## src/hdl/pwm_chan_defs.vh

```
// Purpose: constants for the single pwm channel
// Assumes: byte-wide registers, one per aligned avalon word
// Notes: offsets are byte addresses
`ifndef PWM_CHAN_DEFS_VH
`define PWM_CHAN_DEFS_VH
`define OFS_CNT_LO 6'h00
`define OFS_CNT_HI 6'h04
`define OFS_DUTY_LO 6'h08
`define OFS_DUTY_HI 6'h0c
`define OFS_PER_LO 6'h10
`define OFS_PER_HI 6'h14
`define OFS_CTL0 6'h18
`define OFS_CTL1 6'h1c
`define OFS_CTL2 6'h20
`define OFS_CTL6 6'h24
`define OFS_DBUF_LO 6'h28
`define OFS_DBUF_HI 6'h2c
`define OFS_PBUF_LO 6'h30
`define OFS_PBUF_HI 6'h34
`define CTL0_CS_LSB 0
`define CTL0_POL_BIT 2
`define CTL0_IP_LSB 3
`define CTL1_RUN_BIT 0
`define CTL1_STAT_BIT 1
`define CTL1_MD_BIT 2
`define CTL1_CPL_BIT 3
`define CTL2_STM_LSB 0
`define CTL2_TGE_LSB 2
`define CTL2_TGSEL_BIT 4
`define CTL6_DIV_LSB 0
`define CS_LIM_4 8'h03
`define CS_LIM_16 8'h0f
`define RST_DUTY 16'h0000
`define RST_PER 16'hffff
`endif

```

## src/hdl/pwm_chan.v

```verilog
// Purpose: one standalone 16-bit pwm channel, repeat or one-shot, avalon-mm registers
// Assumes: 50 MHz MCLK_I; pwm tick is an enable pulse standing for a falling pwm clock edge
// Notes: external trigger pins pass two flip-flops before use
//
// The implementer's own choices: register access over Avalon-MM and the address map.
`timescale 1ns/1ps
`default_nettype none
`include "pwm_chan_defs.vh"
// Contract
// - run set: status rises at first tick, counting starts at second tick
// - counter equal to duty shadow drops output flag at next tick
// - repeat mode period match sets flag, zeroes counter, keeps counting
// - every period match reloads duty and period shadows from settings
// - after run clears, count one more tick, then halt and drop status
// - run set again resumes from held counter value without clearing
// - writing either counter byte zeroes counter and sets output flag high
// - while stopped with run clear, setting writes pass straight into the shadows
// - tick clock source chosen by fields of control registers 0 and 6
// - interrupt point and output polarity chosen in control register 0
// - external pin may start, stop or clear counter per mode fields
// - period equals period setting plus one ticks
// - first-half duty equals duty setting plus one ticks
// - first interrupt may lag one tick; later ones come at fixed period
// - interrupt may still fire during the extra tick after run clears
// - uncoupled channel; mode bit zero repeat, one one-shot
// - in one-shot, software sets run again for another cycle
// - one-shot period match zeroes counter, stops, and clears run itself
module pwm_chan
(
	input wire MCLK_I,
	input wire NRST_I,
	input wire [5:0] AVS_ADDRESS_I,
	input wire AVS_READ_I,
	input wire AVS_WRITE_I,
	input wire [31:0] AVS_WRITEDATA_I,
	output reg [31:0] AVS_READDATA_O,
	output reg AVS_WAITREQUEST_O,
	input wire TRIG0_I,
	input wire TRIG1_I,
	output reg PWM_O,
	output reg CHANNEL_INTERRUPT_O
);
	reg [15:0] counter_reg;
	reg [15:0] duty_setting_reg;
	reg [15:0] period_setting_reg;
	reg [15:0] duty_shadow_reg;
	reg [15:0] period_shadow_reg;
	reg [7:0] ctl0_reg;
	reg [7:0] ctl2_reg;
	reg [7:0] ctl6_reg;
	reg run_bit_reg;
	reg oneshot_select_reg;
	reg pair_coupling_select_reg;
	reg count_active_status_reg;
	reg output_level_flag_reg;
	reg [7:0] div_reg;
	reg [2:0] trig_sync0_reg;
	reg [2:0] trig_sync1_reg;
	reg ack_reg;
	wire bus_req;
	wire wr_fire;
	wire cnt_wr;
	wire hw_run_clear;
	wire irq_at_period;
	wire pol_invert;
	wire pwm_tick_clock;
	wire trig_level;
	wire trig_prev;
	wire [1:0] start_mode;
	wire [1:0] trig_edge;
	wire start_lvl;
	wire edge_start;
	wire edge_stop;
	wire ext_allow;
	wire ext_clear;
	wire ext_stop;
	wire stopped;
	wire duty_match;
	wire period_match;
	wire [7:0] div_limit;
	reg [7:0] div_limit_sel;
	reg irq_event_reg;

	function is_addr;
		input [5:0] a;
		input [5:0] ofs;
		begin
			is_addr = (a == ofs);
		end
	endfunction

	assign bus_req = AVS_READ_I | AVS_WRITE_I;
	assign wr_fire = AVS_WRITE_I & ack_reg;
	// counter byte write: zero the count, flag high, ahead of any tick
	assign cnt_wr = wr_fire & (is_addr(AVS_ADDRESS_I, `OFS_CNT_LO) |
		is_addr(AVS_ADDRESS_I, `OFS_CNT_HI));
	assign irq_at_period = ctl0_reg[`CTL0_IP_LSB];
	assign pol_invert = ctl0_reg[`CTL0_POL_BIT];

	// tick divider: ctl0 selects base rate; its setting 3 takes the whole divide from ctl6 instead
	always @*
	begin
		case (ctl0_reg[`CTL0_CS_LSB +: 2])
			2'h0: div_limit_sel = 8'h00;
			2'h1: div_limit_sel = `CS_LIM_4;
			2'h2: div_limit_sel = `CS_LIM_16;
			default: div_limit_sel = ctl6_reg[`CTL6_DIV_LSB +: 8];
		endcase
	end
	assign div_limit = div_limit_sel;
	// a limit lowered below the running count ends the tick period at once
	assign pwm_tick_clock = (div_reg >= div_limit);

	always @(posedge MCLK_I or negedge NRST_I)
	begin
		if (!NRST_I)
			div_reg <= 8'h00;
		else if (pwm_tick_clock)
			div_reg <= 8'h00;
		else
			div_reg <= div_reg + 8'h01;
	end

	// trigger synchronisers; stage 0 feeds only stage 1
	always @(posedge MCLK_I or negedge NRST_I)
	begin
		if (!NRST_I)
		begin
			trig_sync0_reg <= 3'h0;
			trig_sync1_reg <= 3'h0;
		end
		else
		begin
			trig_sync0_reg <= {trig_sync0_reg[1:0], TRIG0_I};
			trig_sync1_reg <= {trig_sync1_reg[1:0], TRIG1_I};
		end
	end

	assign start_mode = ctl2_reg[`CTL2_STM_LSB +: 2];
	assign trig_edge = ctl2_reg[`CTL2_TGE_LSB +: 2];
	assign trig_level = ctl2_reg[`CTL2_TGSEL_BIT] ? trig_sync1_reg[1] : trig_sync0_reg[1];
	assign trig_prev = ctl2_reg[`CTL2_TGSEL_BIT] ? trig_sync1_reg[2] : trig_sync0_reg[2];
	assign start_lvl = trig_edge[1] ? ~trig_level : trig_level;
	assign edge_start = start_lvl & ~(trig_edge[1] ? ~trig_prev : trig_prev);
	assign edge_stop = ~start_lvl & (trig_edge[1] ? ~trig_prev : trig_prev);
	// mode 1 gates by level, mode 2 starts on edge and stops on edge
	assign ext_allow = (start_mode == 2'h1) ? start_lvl : 1'b1;
	assign ext_stop = ((start_mode == 2'h1) | (start_mode == 2'h2)) & edge_stop;
	assign ext_clear = ((start_mode == 2'h3) & (edge_start | edge_stop)) | ext_stop;

	// edge start mode arms on the start edge, disarms on stop or run clear
	reg ext_armed_reg;
	always @(posedge MCLK_I or negedge NRST_I)
	begin
		if (!NRST_I)
			ext_armed_reg <= 1'b0;
		else if (start_mode != 2'h2 || !run_bit_reg || ext_stop)
			ext_armed_reg <= 1'b0;
		else if (edge_start)
			ext_armed_reg <= 1'b1;
	end

	// software run bit gated by the start mode's level or edge arming
	wire go;
	assign go = run_bit_reg & ext_allow & ((start_mode == 2'h2) ? ext_armed_reg : 1'b1);
	// shadow direct writes need run clear and the count fully stopped
	assign stopped = ~count_active_status_reg;
	assign duty_match = (counter_reg == duty_shadow_reg);
	assign period_match = (counter_reg == period_shadow_reg);
	// one-shot end clears run and beats a software write of the same cycle
	assign hw_run_clear = pwm_tick_clock & count_active_status_reg & ~cnt_wr & ~ext_clear &
		oneshot_select_reg & period_match;

	// count state, flags and shadows
	always @(posedge MCLK_I or negedge NRST_I)
	begin
		if (!NRST_I)
		begin
			counter_reg <= 16'h0000;
			duty_shadow_reg <= `RST_DUTY;
			period_shadow_reg <= `RST_PER;
			count_active_status_reg <= 1'b0;
			output_level_flag_reg <= 1'b1;
			irq_event_reg <= 1'b0;
		end
		else
		begin
			irq_event_reg <= 1'b0;
			if (cnt_wr)
			begin
				counter_reg <= 16'h0000;
				output_level_flag_reg <= 1'b1;
			end
			else if (ext_clear)
			begin
				counter_reg <= 16'h0000;
				output_level_flag_reg <= 1'b1;
				duty_shadow_reg <= duty_setting_reg;
				period_shadow_reg <= period_setting_reg;
			end
			else if (pwm_tick_clock)
			begin
				if (!count_active_status_reg)
					count_active_status_reg <= go;
				else
				begin
					// counting edge, also the one extra edge after stop
					if (period_match)
					begin
						output_level_flag_reg <= 1'b1;
						counter_reg <= 16'h0000;
						duty_shadow_reg <= duty_setting_reg;
						period_shadow_reg <= period_setting_reg;
						if (irq_at_period)
							irq_event_reg <= 1'b1;
					end
					else
					begin
						counter_reg <= counter_reg + 16'h0001;
						if (duty_match)
						begin
							output_level_flag_reg <= 1'b0;
							if (!irq_at_period)
								irq_event_reg <= 1'b1;
						end
					end
					if (!go || (oneshot_select_reg && period_match))
						count_active_status_reg <= 1'b0;
				end
			end
			if (wr_fire && stopped && !run_bit_reg)
			begin
				if (is_addr(AVS_ADDRESS_I, `OFS_DUTY_LO))
					duty_shadow_reg[7:0] <= AVS_WRITEDATA_I[7:0];
				if (is_addr(AVS_ADDRESS_I, `OFS_DUTY_HI))
					duty_shadow_reg[15:8] <= AVS_WRITEDATA_I[7:0];
				if (is_addr(AVS_ADDRESS_I, `OFS_PER_LO))
					period_shadow_reg[7:0] <= AVS_WRITEDATA_I[7:0];
				if (is_addr(AVS_ADDRESS_I, `OFS_PER_HI))
					period_shadow_reg[15:8] <= AVS_WRITEDATA_I[7:0];
			end
		end
	end

	// software registers; hardware clear of run wins in one-shot
	always @(posedge MCLK_I or negedge NRST_I)
	begin
		if (!NRST_I)
		begin
			duty_setting_reg <= `RST_DUTY;
			period_setting_reg <= `RST_PER;
			ctl0_reg <= 8'h00;
			ctl2_reg <= 8'h00;
			ctl6_reg <= 8'h00;
			run_bit_reg <= 1'b0;
			oneshot_select_reg <= 1'b0;
			pair_coupling_select_reg <= 1'b0;
		end
		else
		begin
			if (wr_fire)
			begin
				if (is_addr(AVS_ADDRESS_I, `OFS_DUTY_LO))
					duty_setting_reg[7:0] <= AVS_WRITEDATA_I[7:0];
				if (is_addr(AVS_ADDRESS_I, `OFS_DUTY_HI))
					duty_setting_reg[15:8] <= AVS_WRITEDATA_I[7:0];
				if (is_addr(AVS_ADDRESS_I, `OFS_PER_LO))
					period_setting_reg[7:0] <= AVS_WRITEDATA_I[7:0];
				if (is_addr(AVS_ADDRESS_I, `OFS_PER_HI))
					period_setting_reg[15:8] <= AVS_WRITEDATA_I[7:0];
				if (is_addr(AVS_ADDRESS_I, `OFS_CTL0))
					ctl0_reg <= AVS_WRITEDATA_I[7:0];
				if (is_addr(AVS_ADDRESS_I, `OFS_CTL2))
					ctl2_reg <= AVS_WRITEDATA_I[7:0];
				if (is_addr(AVS_ADDRESS_I, `OFS_CTL6))
					ctl6_reg <= AVS_WRITEDATA_I[7:0];
				if (is_addr(AVS_ADDRESS_I, `OFS_CTL1))
				begin
					run_bit_reg <= AVS_WRITEDATA_I[`CTL1_RUN_BIT];
					oneshot_select_reg <= AVS_WRITEDATA_I[`CTL1_MD_BIT];
					pair_coupling_select_reg <= AVS_WRITEDATA_I[`CTL1_CPL_BIT];
				end
			end
			if (hw_run_clear)
				run_bit_reg <= 1'b0;
		end
	end

	// avalon slave: one wait cycle, then ack
	always @(posedge MCLK_I or negedge NRST_I)
	begin
		if (!NRST_I)
		begin
			ack_reg <= 1'b0;
			AVS_WAITREQUEST_O <= 1'b1;
			AVS_READDATA_O <= 32'h00000000;
		end
		else
		begin
			ack_reg <= bus_req & ~ack_reg;
			AVS_WAITREQUEST_O <= ~(bus_req & ~ack_reg);
			// only reads move read data, so they stand until the next read
			if (AVS_READ_I && !ack_reg)
			begin
				case (AVS_ADDRESS_I)
					`OFS_CNT_LO: AVS_READDATA_O <= {24'h000000, counter_reg[7:0]};
					`OFS_CNT_HI: AVS_READDATA_O <= {24'h000000, counter_reg[15:8]};
					`OFS_DUTY_LO: AVS_READDATA_O <= {24'h000000, duty_setting_reg[7:0]};
					`OFS_DUTY_HI: AVS_READDATA_O <= {24'h000000, duty_setting_reg[15:8]};
					`OFS_PER_LO: AVS_READDATA_O <= {24'h000000, period_setting_reg[7:0]};
					`OFS_PER_HI: AVS_READDATA_O <= {24'h000000, period_setting_reg[15:8]};
					`OFS_CTL0: AVS_READDATA_O <= {24'h000000, ctl0_reg};
					`OFS_CTL1: AVS_READDATA_O <= {28'h0000000, pair_coupling_select_reg,
						oneshot_select_reg, count_active_status_reg, run_bit_reg};
					`OFS_CTL2: AVS_READDATA_O <= {24'h000000, ctl2_reg};
					`OFS_CTL6: AVS_READDATA_O <= {24'h000000, ctl6_reg};
					`OFS_DBUF_LO: AVS_READDATA_O <= {24'h000000, duty_shadow_reg[7:0]};
					`OFS_DBUF_HI: AVS_READDATA_O <= {24'h000000, duty_shadow_reg[15:8]};
					`OFS_PBUF_LO: AVS_READDATA_O <= {24'h000000, period_shadow_reg[7:0]};
					`OFS_PBUF_HI: AVS_READDATA_O <= {24'h000000, period_shadow_reg[15:8]};
					default: AVS_READDATA_O <= 32'h00000000;
				endcase
			end
		end
	end

	// pin outputs
	always @(posedge MCLK_I or negedge NRST_I)
	begin
		if (!NRST_I)
		begin
			PWM_O <= 1'b0;
			CHANNEL_INTERRUPT_O <= 1'b0;
		end
		else
		begin
			PWM_O <= output_level_flag_reg ^ pol_invert;
			CHANNEL_INTERRUPT_O <= irq_event_reg;
		end
	end
endmodule
`default_nettype wire

```

## config.mk

```make
export PLATFORM = sky130hd
export DESIGN_NAME = pwm_chan
export DESIGN_NICKNAME = d
export VERILOG_FILES = /design/src/hdl/pwm_chan.v
export VERILOG_INCLUDE_DIRS = /design/src /design/src/hdl
export SDC_FILE = /design/constraint.sdc
export NUM_CORES = 1
export LEC_CHECK = 0
export BUFFER_PORTS_ARGS = -buffer_cell sky130_fd_sc_hd__buf_4
export CORE_MARGIN = 1.5
export CORE_UTILIZATION = 54
export DETAILED_ROUTE_END_ITERATION = 6
export GPL_ROUTABILITY_DRIVEN = 0
export PLACE_DENSITY = 0.73
export REMOVE_ABC_BUFFERS = 1
export SETUP_SLACK_MARGIN = 0.15
export SYNTH_ARGS = -nofsm -noshare
export SYNTH_HDL_FRONTEND = slang
export SYNTH_SLANG_ARGS = --single-unit
```

## constraint.sdc

```tcl
create_clock -name MCLK_I -period 2.52 [get_ports MCLK_I]
set_input_delay 0.378 -clock MCLK_I [delete_from_list [all_inputs] [get_ports MCLK_I]]
set_output_delay 0.378 -clock MCLK_I [all_outputs]
set_load 0.05 [all_outputs]
```

# After elaboration in Yosys (flattened, before gate mapping)
# Cells that the tools add are included.
# classes
add_sub_neg,2
mul,0
div,0
magnitude_cmp,1
eq_ne,21
shifts,0
muxes,51
bitwise,29
reduce_logical,30
# op_table
op,count
two-way mux 16 bit,17
case mux 8 bit (14 select lines),1
two-way mux 8 bit,5
"== test 6 bit, second input constant",6
== test 16 bit,2
two-way mux 1 bit,27
"== test 6 x 5 -> 1 bit, second input constant",4
case mux 8 bit (3 select lines),1
AND reduction 2 bit,10
"adder 16 x 1 -> 16 bit, second input constant",1
bitwise AND 1 bit,14
"== test 6 x 4 -> 1 bit, second input constant",2
inverter 1 bit,9
"adder 8 x 1 -> 8 bit, second input constant",1
>= comparator 8 bit,1
"== test 2 bit, second input constant",3
"== test 6 x 3 -> 1 bit, second input constant",1
zero test 6 bit,1
AND reduction 3 bit,2
nonzero test 2 bit,3
nonzero test 3 bit,2
bitwise OR 1 bit,5
"== test 2 x 1 -> 1 bit, second input constant",2
logical AND 1 bit,4
6 further kinds,10
# word_totals
regBits,161
latchBits,0
ramBits,0
rom_bits,0
out_inout_bits,35
n_memories,0

# Longest topological paths before layout
# logic_depth
word_depth,14
depth_mapped,12

# Worst setup path before layout
# OpenSTA, ideal clock, no wires.
# synth_timing
kind,flip-flop to flip-flop
from,reg ctl0_reg[0]
to,reg duty_shadow_reg[3]
arrival_time_ps,2538
t_required_ps,2397
setup_slack_ps,-141
stages_incl_launch_ff,11
n_path_buf,0
cell_sequence,dfrtp_1 -> inv_1 -> ha_1 -> o21ai_0 -> ha_1 -> nand2b_1 -> a2111oi_0 -> o31ai_1 -> nand3_4 -> o211ai_2 -> o221a_1
# synth_via
elab_chain_cells,8
elab_cells_between_ends,10
# synth_lines
item,line,source
"start, declared",pwm_chan.v:48,reg [7:0] ctl0_reg;
"start signal, assigned",pwm_chan.v:272,ctl0_reg <= AVS_WRITEDATA_I[7:0];
== test 2 bit (tied with other cells),pwm_chan.v:103,case (ctl0_reg[`CTL0_CS_LSB +: 2])
case mux 8 bit (3 select lines) (*),pwm_chan.v:103,
>= comparator 8 bit (*),pwm_chan.v:112,assign pwm_tick_clock = (div_reg >= div_limit);
two-way mux 16 bit (*),pwm_chan.v:201,else if (pwm_tick_clock)
two-way mux 16 bit (*),pwm_chan.v:194,else if (ext_clear)
two-way mux 16 bit (*),pwm_chan.v:189,if (cnt_wr)
two-way mux 8 bit,pwm_chan.v:233,"if (is_addr(AVS_ADDRESS_I, `OFS_DUTY_LO))"
two-way mux 16 bit (*),pwm_chan.v:231,if (wr_fire && stopped && !run_bit_reg)
"end signal, assigned",pwm_chan.v:198,duty_shadow_reg <= duty_setting_reg;
"end signal, assigned",pwm_chan.v:212,duty_shadow_reg <= duty_setting_reg;
"end signal, assigned",pwm_chan.v:234,duty_shadow_reg[7:0] <= AVS_WRITEDATA_I[7:0];
"end, declared",pwm_chan.v:46,reg [15:0] duty_shadow_reg;
# Every way passes the cells marked *; elsewhere a longest branch is shown, timed or not.
# A chain may end at the register's enable or synchronous reset.

# Worst setup path after layout
# layout_timing
from,reg ctl0_reg[1]
to,reg duty_shadow_reg[3]
# The elaborated chain is that of the path after synthesis.

==> results.toml <==
[hold_path]
hold_start = "TRIG0_I"
hold_path.class = "in2reg"

[cts]
cts-root-to-sink-buffers = 2
tritoncts_num_sinks = 137
worstSkewPairLatency_ns = 0.43
clockRootBuffer = "clkbuf_16"
tritoncts.num_buffers = 17
cts_tree = "yes"
h-tree-depth = 4
cts.reportedPaths.clkPinSlew_ns = 0.06

[cells_and_area]
design_area_mm2 = 0.00995
nNetsFinal = 935
final_cell_mix = "dfrtp_1, buf_4, o21ai_0"
final_common_cell = "dfrtp_1"
share_of_cells_above_drive_strength_1_pct = 36.0
final_util_pct = 67.9
fillers = 1034
num_antenna_cells = 0
areaGrowthSynthToFinish_pct = 21.6

[die]
rows = 44
die_x_um = 126
die_h_um = 126
initial_core_util_pct = 55.8
design.core.area_mm2 = 0.0146
io_pins = 79
die_ar_mm2 = 0.0159

[routing]
drtPass1Iterations = 7
drtIter0Drc = 983
routed_wl_um = 26100
wire_per_inst_um = 24.4
detail-route-antenna-nets = 0
route.detailed.vias_per_inst = 6.71
num_vias = 7181
post_route_drc = 6

[setup_path]
cp_launch_type = "flop"
cp_data_required_time_ns = 2.83
worstPathMaxFanout = 16
crit-reg2reg-launch = "ctl0_reg[1]$_DFFE_PN0P_"
path_cells = "buf_6 -> ha_4 -> nand2_4 -> ha_4 -> nand4_1 -> buf_4 -> o31ai_4 -> buf_4 -> nand4_4 -> buf_8 -> o221a_1"
max_stage_delay_ns = 0.43
arrival_ns = 3.03
crit_path_top_delay_cell = "dfrtp_2"
worst_setup_path_startpoint = "ctl0_reg[1]$_DFFE_PN0P_"
worstSetupPathType = "reg2reg"
crit_path_end_kind = "flop"

[timing]
max-slew-margin-rel_pct = 55.9
setup_tns_final_ns = -7.39
finalClockSkew_ns = 0.00901
layout_worst_path_cycle_share_pct = 108
report.final.setup_viol = 51
achievable-frequency_ghz = 0.368
report.final.hold_viol_count = 0
period_needed_ns = 2.72
worst-slew-pin-transition_ns = 0.662
rsz0062_at_grt = "yes"
slew_violations = 0
finalWorstSetupSlack_ns = -0.197
final.hold.worst_slack_ns = 0.0606

[global_route]
grt_max_degree = 69
grt_overflow_total = 0
grt_antenna_before_repair = 0
first_global_vias = 7068
total_global_route_track_usage_pct = 32.8
global_route_wire_length_before_repair_um = 39800

[pwr]
clkPwrFrac_pct = 29.6
cellPowerDensity_mw_per_mm2 = 808
comb_power_share_pct = 28.2
power.ir.vdd_worst_mv = 0.533
swShare_pct = 34.4
power_leakage_nw = 4.27
netSwitchingPower_mw = 2.77
p_int_mw = 5.27
seq_power_share_pct = 42.2

[run_status]
failed_checks = "DRC, setup timing"
run_status = "finished, violations left"

[logic_synthesis]
synthesis.instances = 802
ys_seq_area_share_pct = 42.4
ys_warn_count = 0
most_common_flop_cell_mapped_by_yosys = "dfrtp_1"
synthDistinctLibCells = 73
synthesis.area_mm2 = 0.00818
async_flop_share_pct = 100
synth_edf_count = 0
syn-mean-instance-area_um2 = 10.2
ys_seq_elements = 137

[flow_run]
drv_cap = 0

[place]
hpwl_after_dpl_um = 17300
io_buffer_count = 30
placed_cell_area_mm2 = 0.00873
pre_cts_slack_ns = -0.366
[worst paths after layout]
path | endpoint | slack (ns) | cells past startpoint
hold / removal | trig_sync0_reg[0]$_DFF_PN0_ | 0.06 | 1
hold reg to reg | trig_sync0_reg[1]$_DFF_PN0_ | 0.35 | 0
setup reg to reg | duty_shadow_reg[3]$_DFF_PN0_ | -0.20 | 11
setup / recovery | duty_shadow_reg[3]$_DFF_PN0_ | -0.20 | 11
max in group asynchronous | period_setting_reg[8]$_DFFE_PN1P_ | 1.32 | 3
min in group asynchronous | ext_armed_reg$_DFFE_PN0P_ | 0.46 | 2
[metal layers]
layer  wire [µm]  vias up  part of all wire (%)  track usage (%)
met5           0        -                     0                0
li1            -     3030                     -                -
met1        9840     3497                    38             42.1
met2       11800      536                    45             50.2
met4        1240        0                   4.8             15.2
met3        3140      118                    12             11.1
[power by group through the flow]
stage / sequential (mW) / clock [mW] / combinational (mW)
2_1_floorplan: 3.12 / 0 / 1.07
3_3_place_gp: 3.32 / 0 / 1.58
3_5_place_dp: 3.34 / 0 / 1.66
4_1_cts: 3.32 / 2.39 / 1.85
5_1_grt: 3.40 / 2.50 / 2.40
6_report: 3.39 / 2.38 / 2.27
[per-stage QoR]
step	power, mW	cells
final	8.04	1070
after global routing	8.30	1070
after CTS	7.56	1062
after detailed placement	5.00	1020
after global placement	4.90	1020
after floorplan	4.20	745
[synthesized netlist by cell type (12+ instances only)]
library cell | instances | area (µm²)
dfrtp_1 | 103 | 2580
a22oi_1 | 21 | 158
inv_1 | 18 | 67.6
xor2_1 | 23 | 201
buf_2 | 21 | 105
nor2_1 | 47 | 176
o21ai_0 | 73 | 365
clkbuf_1 | 20 | 75.1
nand3_1 | 17 | 85.1
buf_4 | 27 | 203
o221a_1 | 30 | 338
a21oi_1 | 18 | 90.1
ha_1 | 18 | 225
or3_1 | 34 | 213
nand2_1 | 63 | 236
nor3_1 | 12 | 60.1
xnor2_1 | 29 | 254
dfstp_2 | 34 | 893
mux2_2 | 60 | 676
[worst max-delay path, delay by kind of cell, from the launching register on]
| kind | cells | cell delay [ns] |
|---|---|---|
| and+or+nand+nor | 3 | 0.33 |
| AOI/OAI and AO/OA | 2 | 0.65 |
| adders and majority gates | 2 | 0.48 |
| buffers and inverters | 4 | 0.69 |
| DFF | 1 | 0.43 |
[area by class of cell]
| type | instances | area, µm² | area share [%] |
|---|---|---|---|
| multi-input cells | 590 | 4670 | 46.9 |
| flip-flops and latches | 137 | 3470 | 34.9 |
| well taps | 184 | 230 | 2.31 |
| clock buffers | 26 | 529 | 5.32 |
| inverters | 18 | 67.6 | 0.679 |
| repair buffers | 109 | 940 | 9.45 |
| clock inverters | 6 | 36.3 | 0.365 |
[cells by family after synthesis]
kind of cell | synth area share [%]
AND/OR/NAND/NOR | 16.8
AO/OA/AOI/OAI | 16.1
flip-flops | 42.4
buffers and inverters | 6.75
multiplexers | 9.61
XOR/XNOR | 5.57
adder cells (fa/ha/maj) | 2.75
other | 0.0459
[repair_timing]
item	4_1_cts	5_1_grt
pin swaps	22	28
hold buffers	1	0
setup buffers	8	7
cloned	1	1
hold endpoints to repair	46	0
resized for setup	66	40
setup endpoints to repair	60	52
Note: power is estimated with default switching activity, not from simulation.
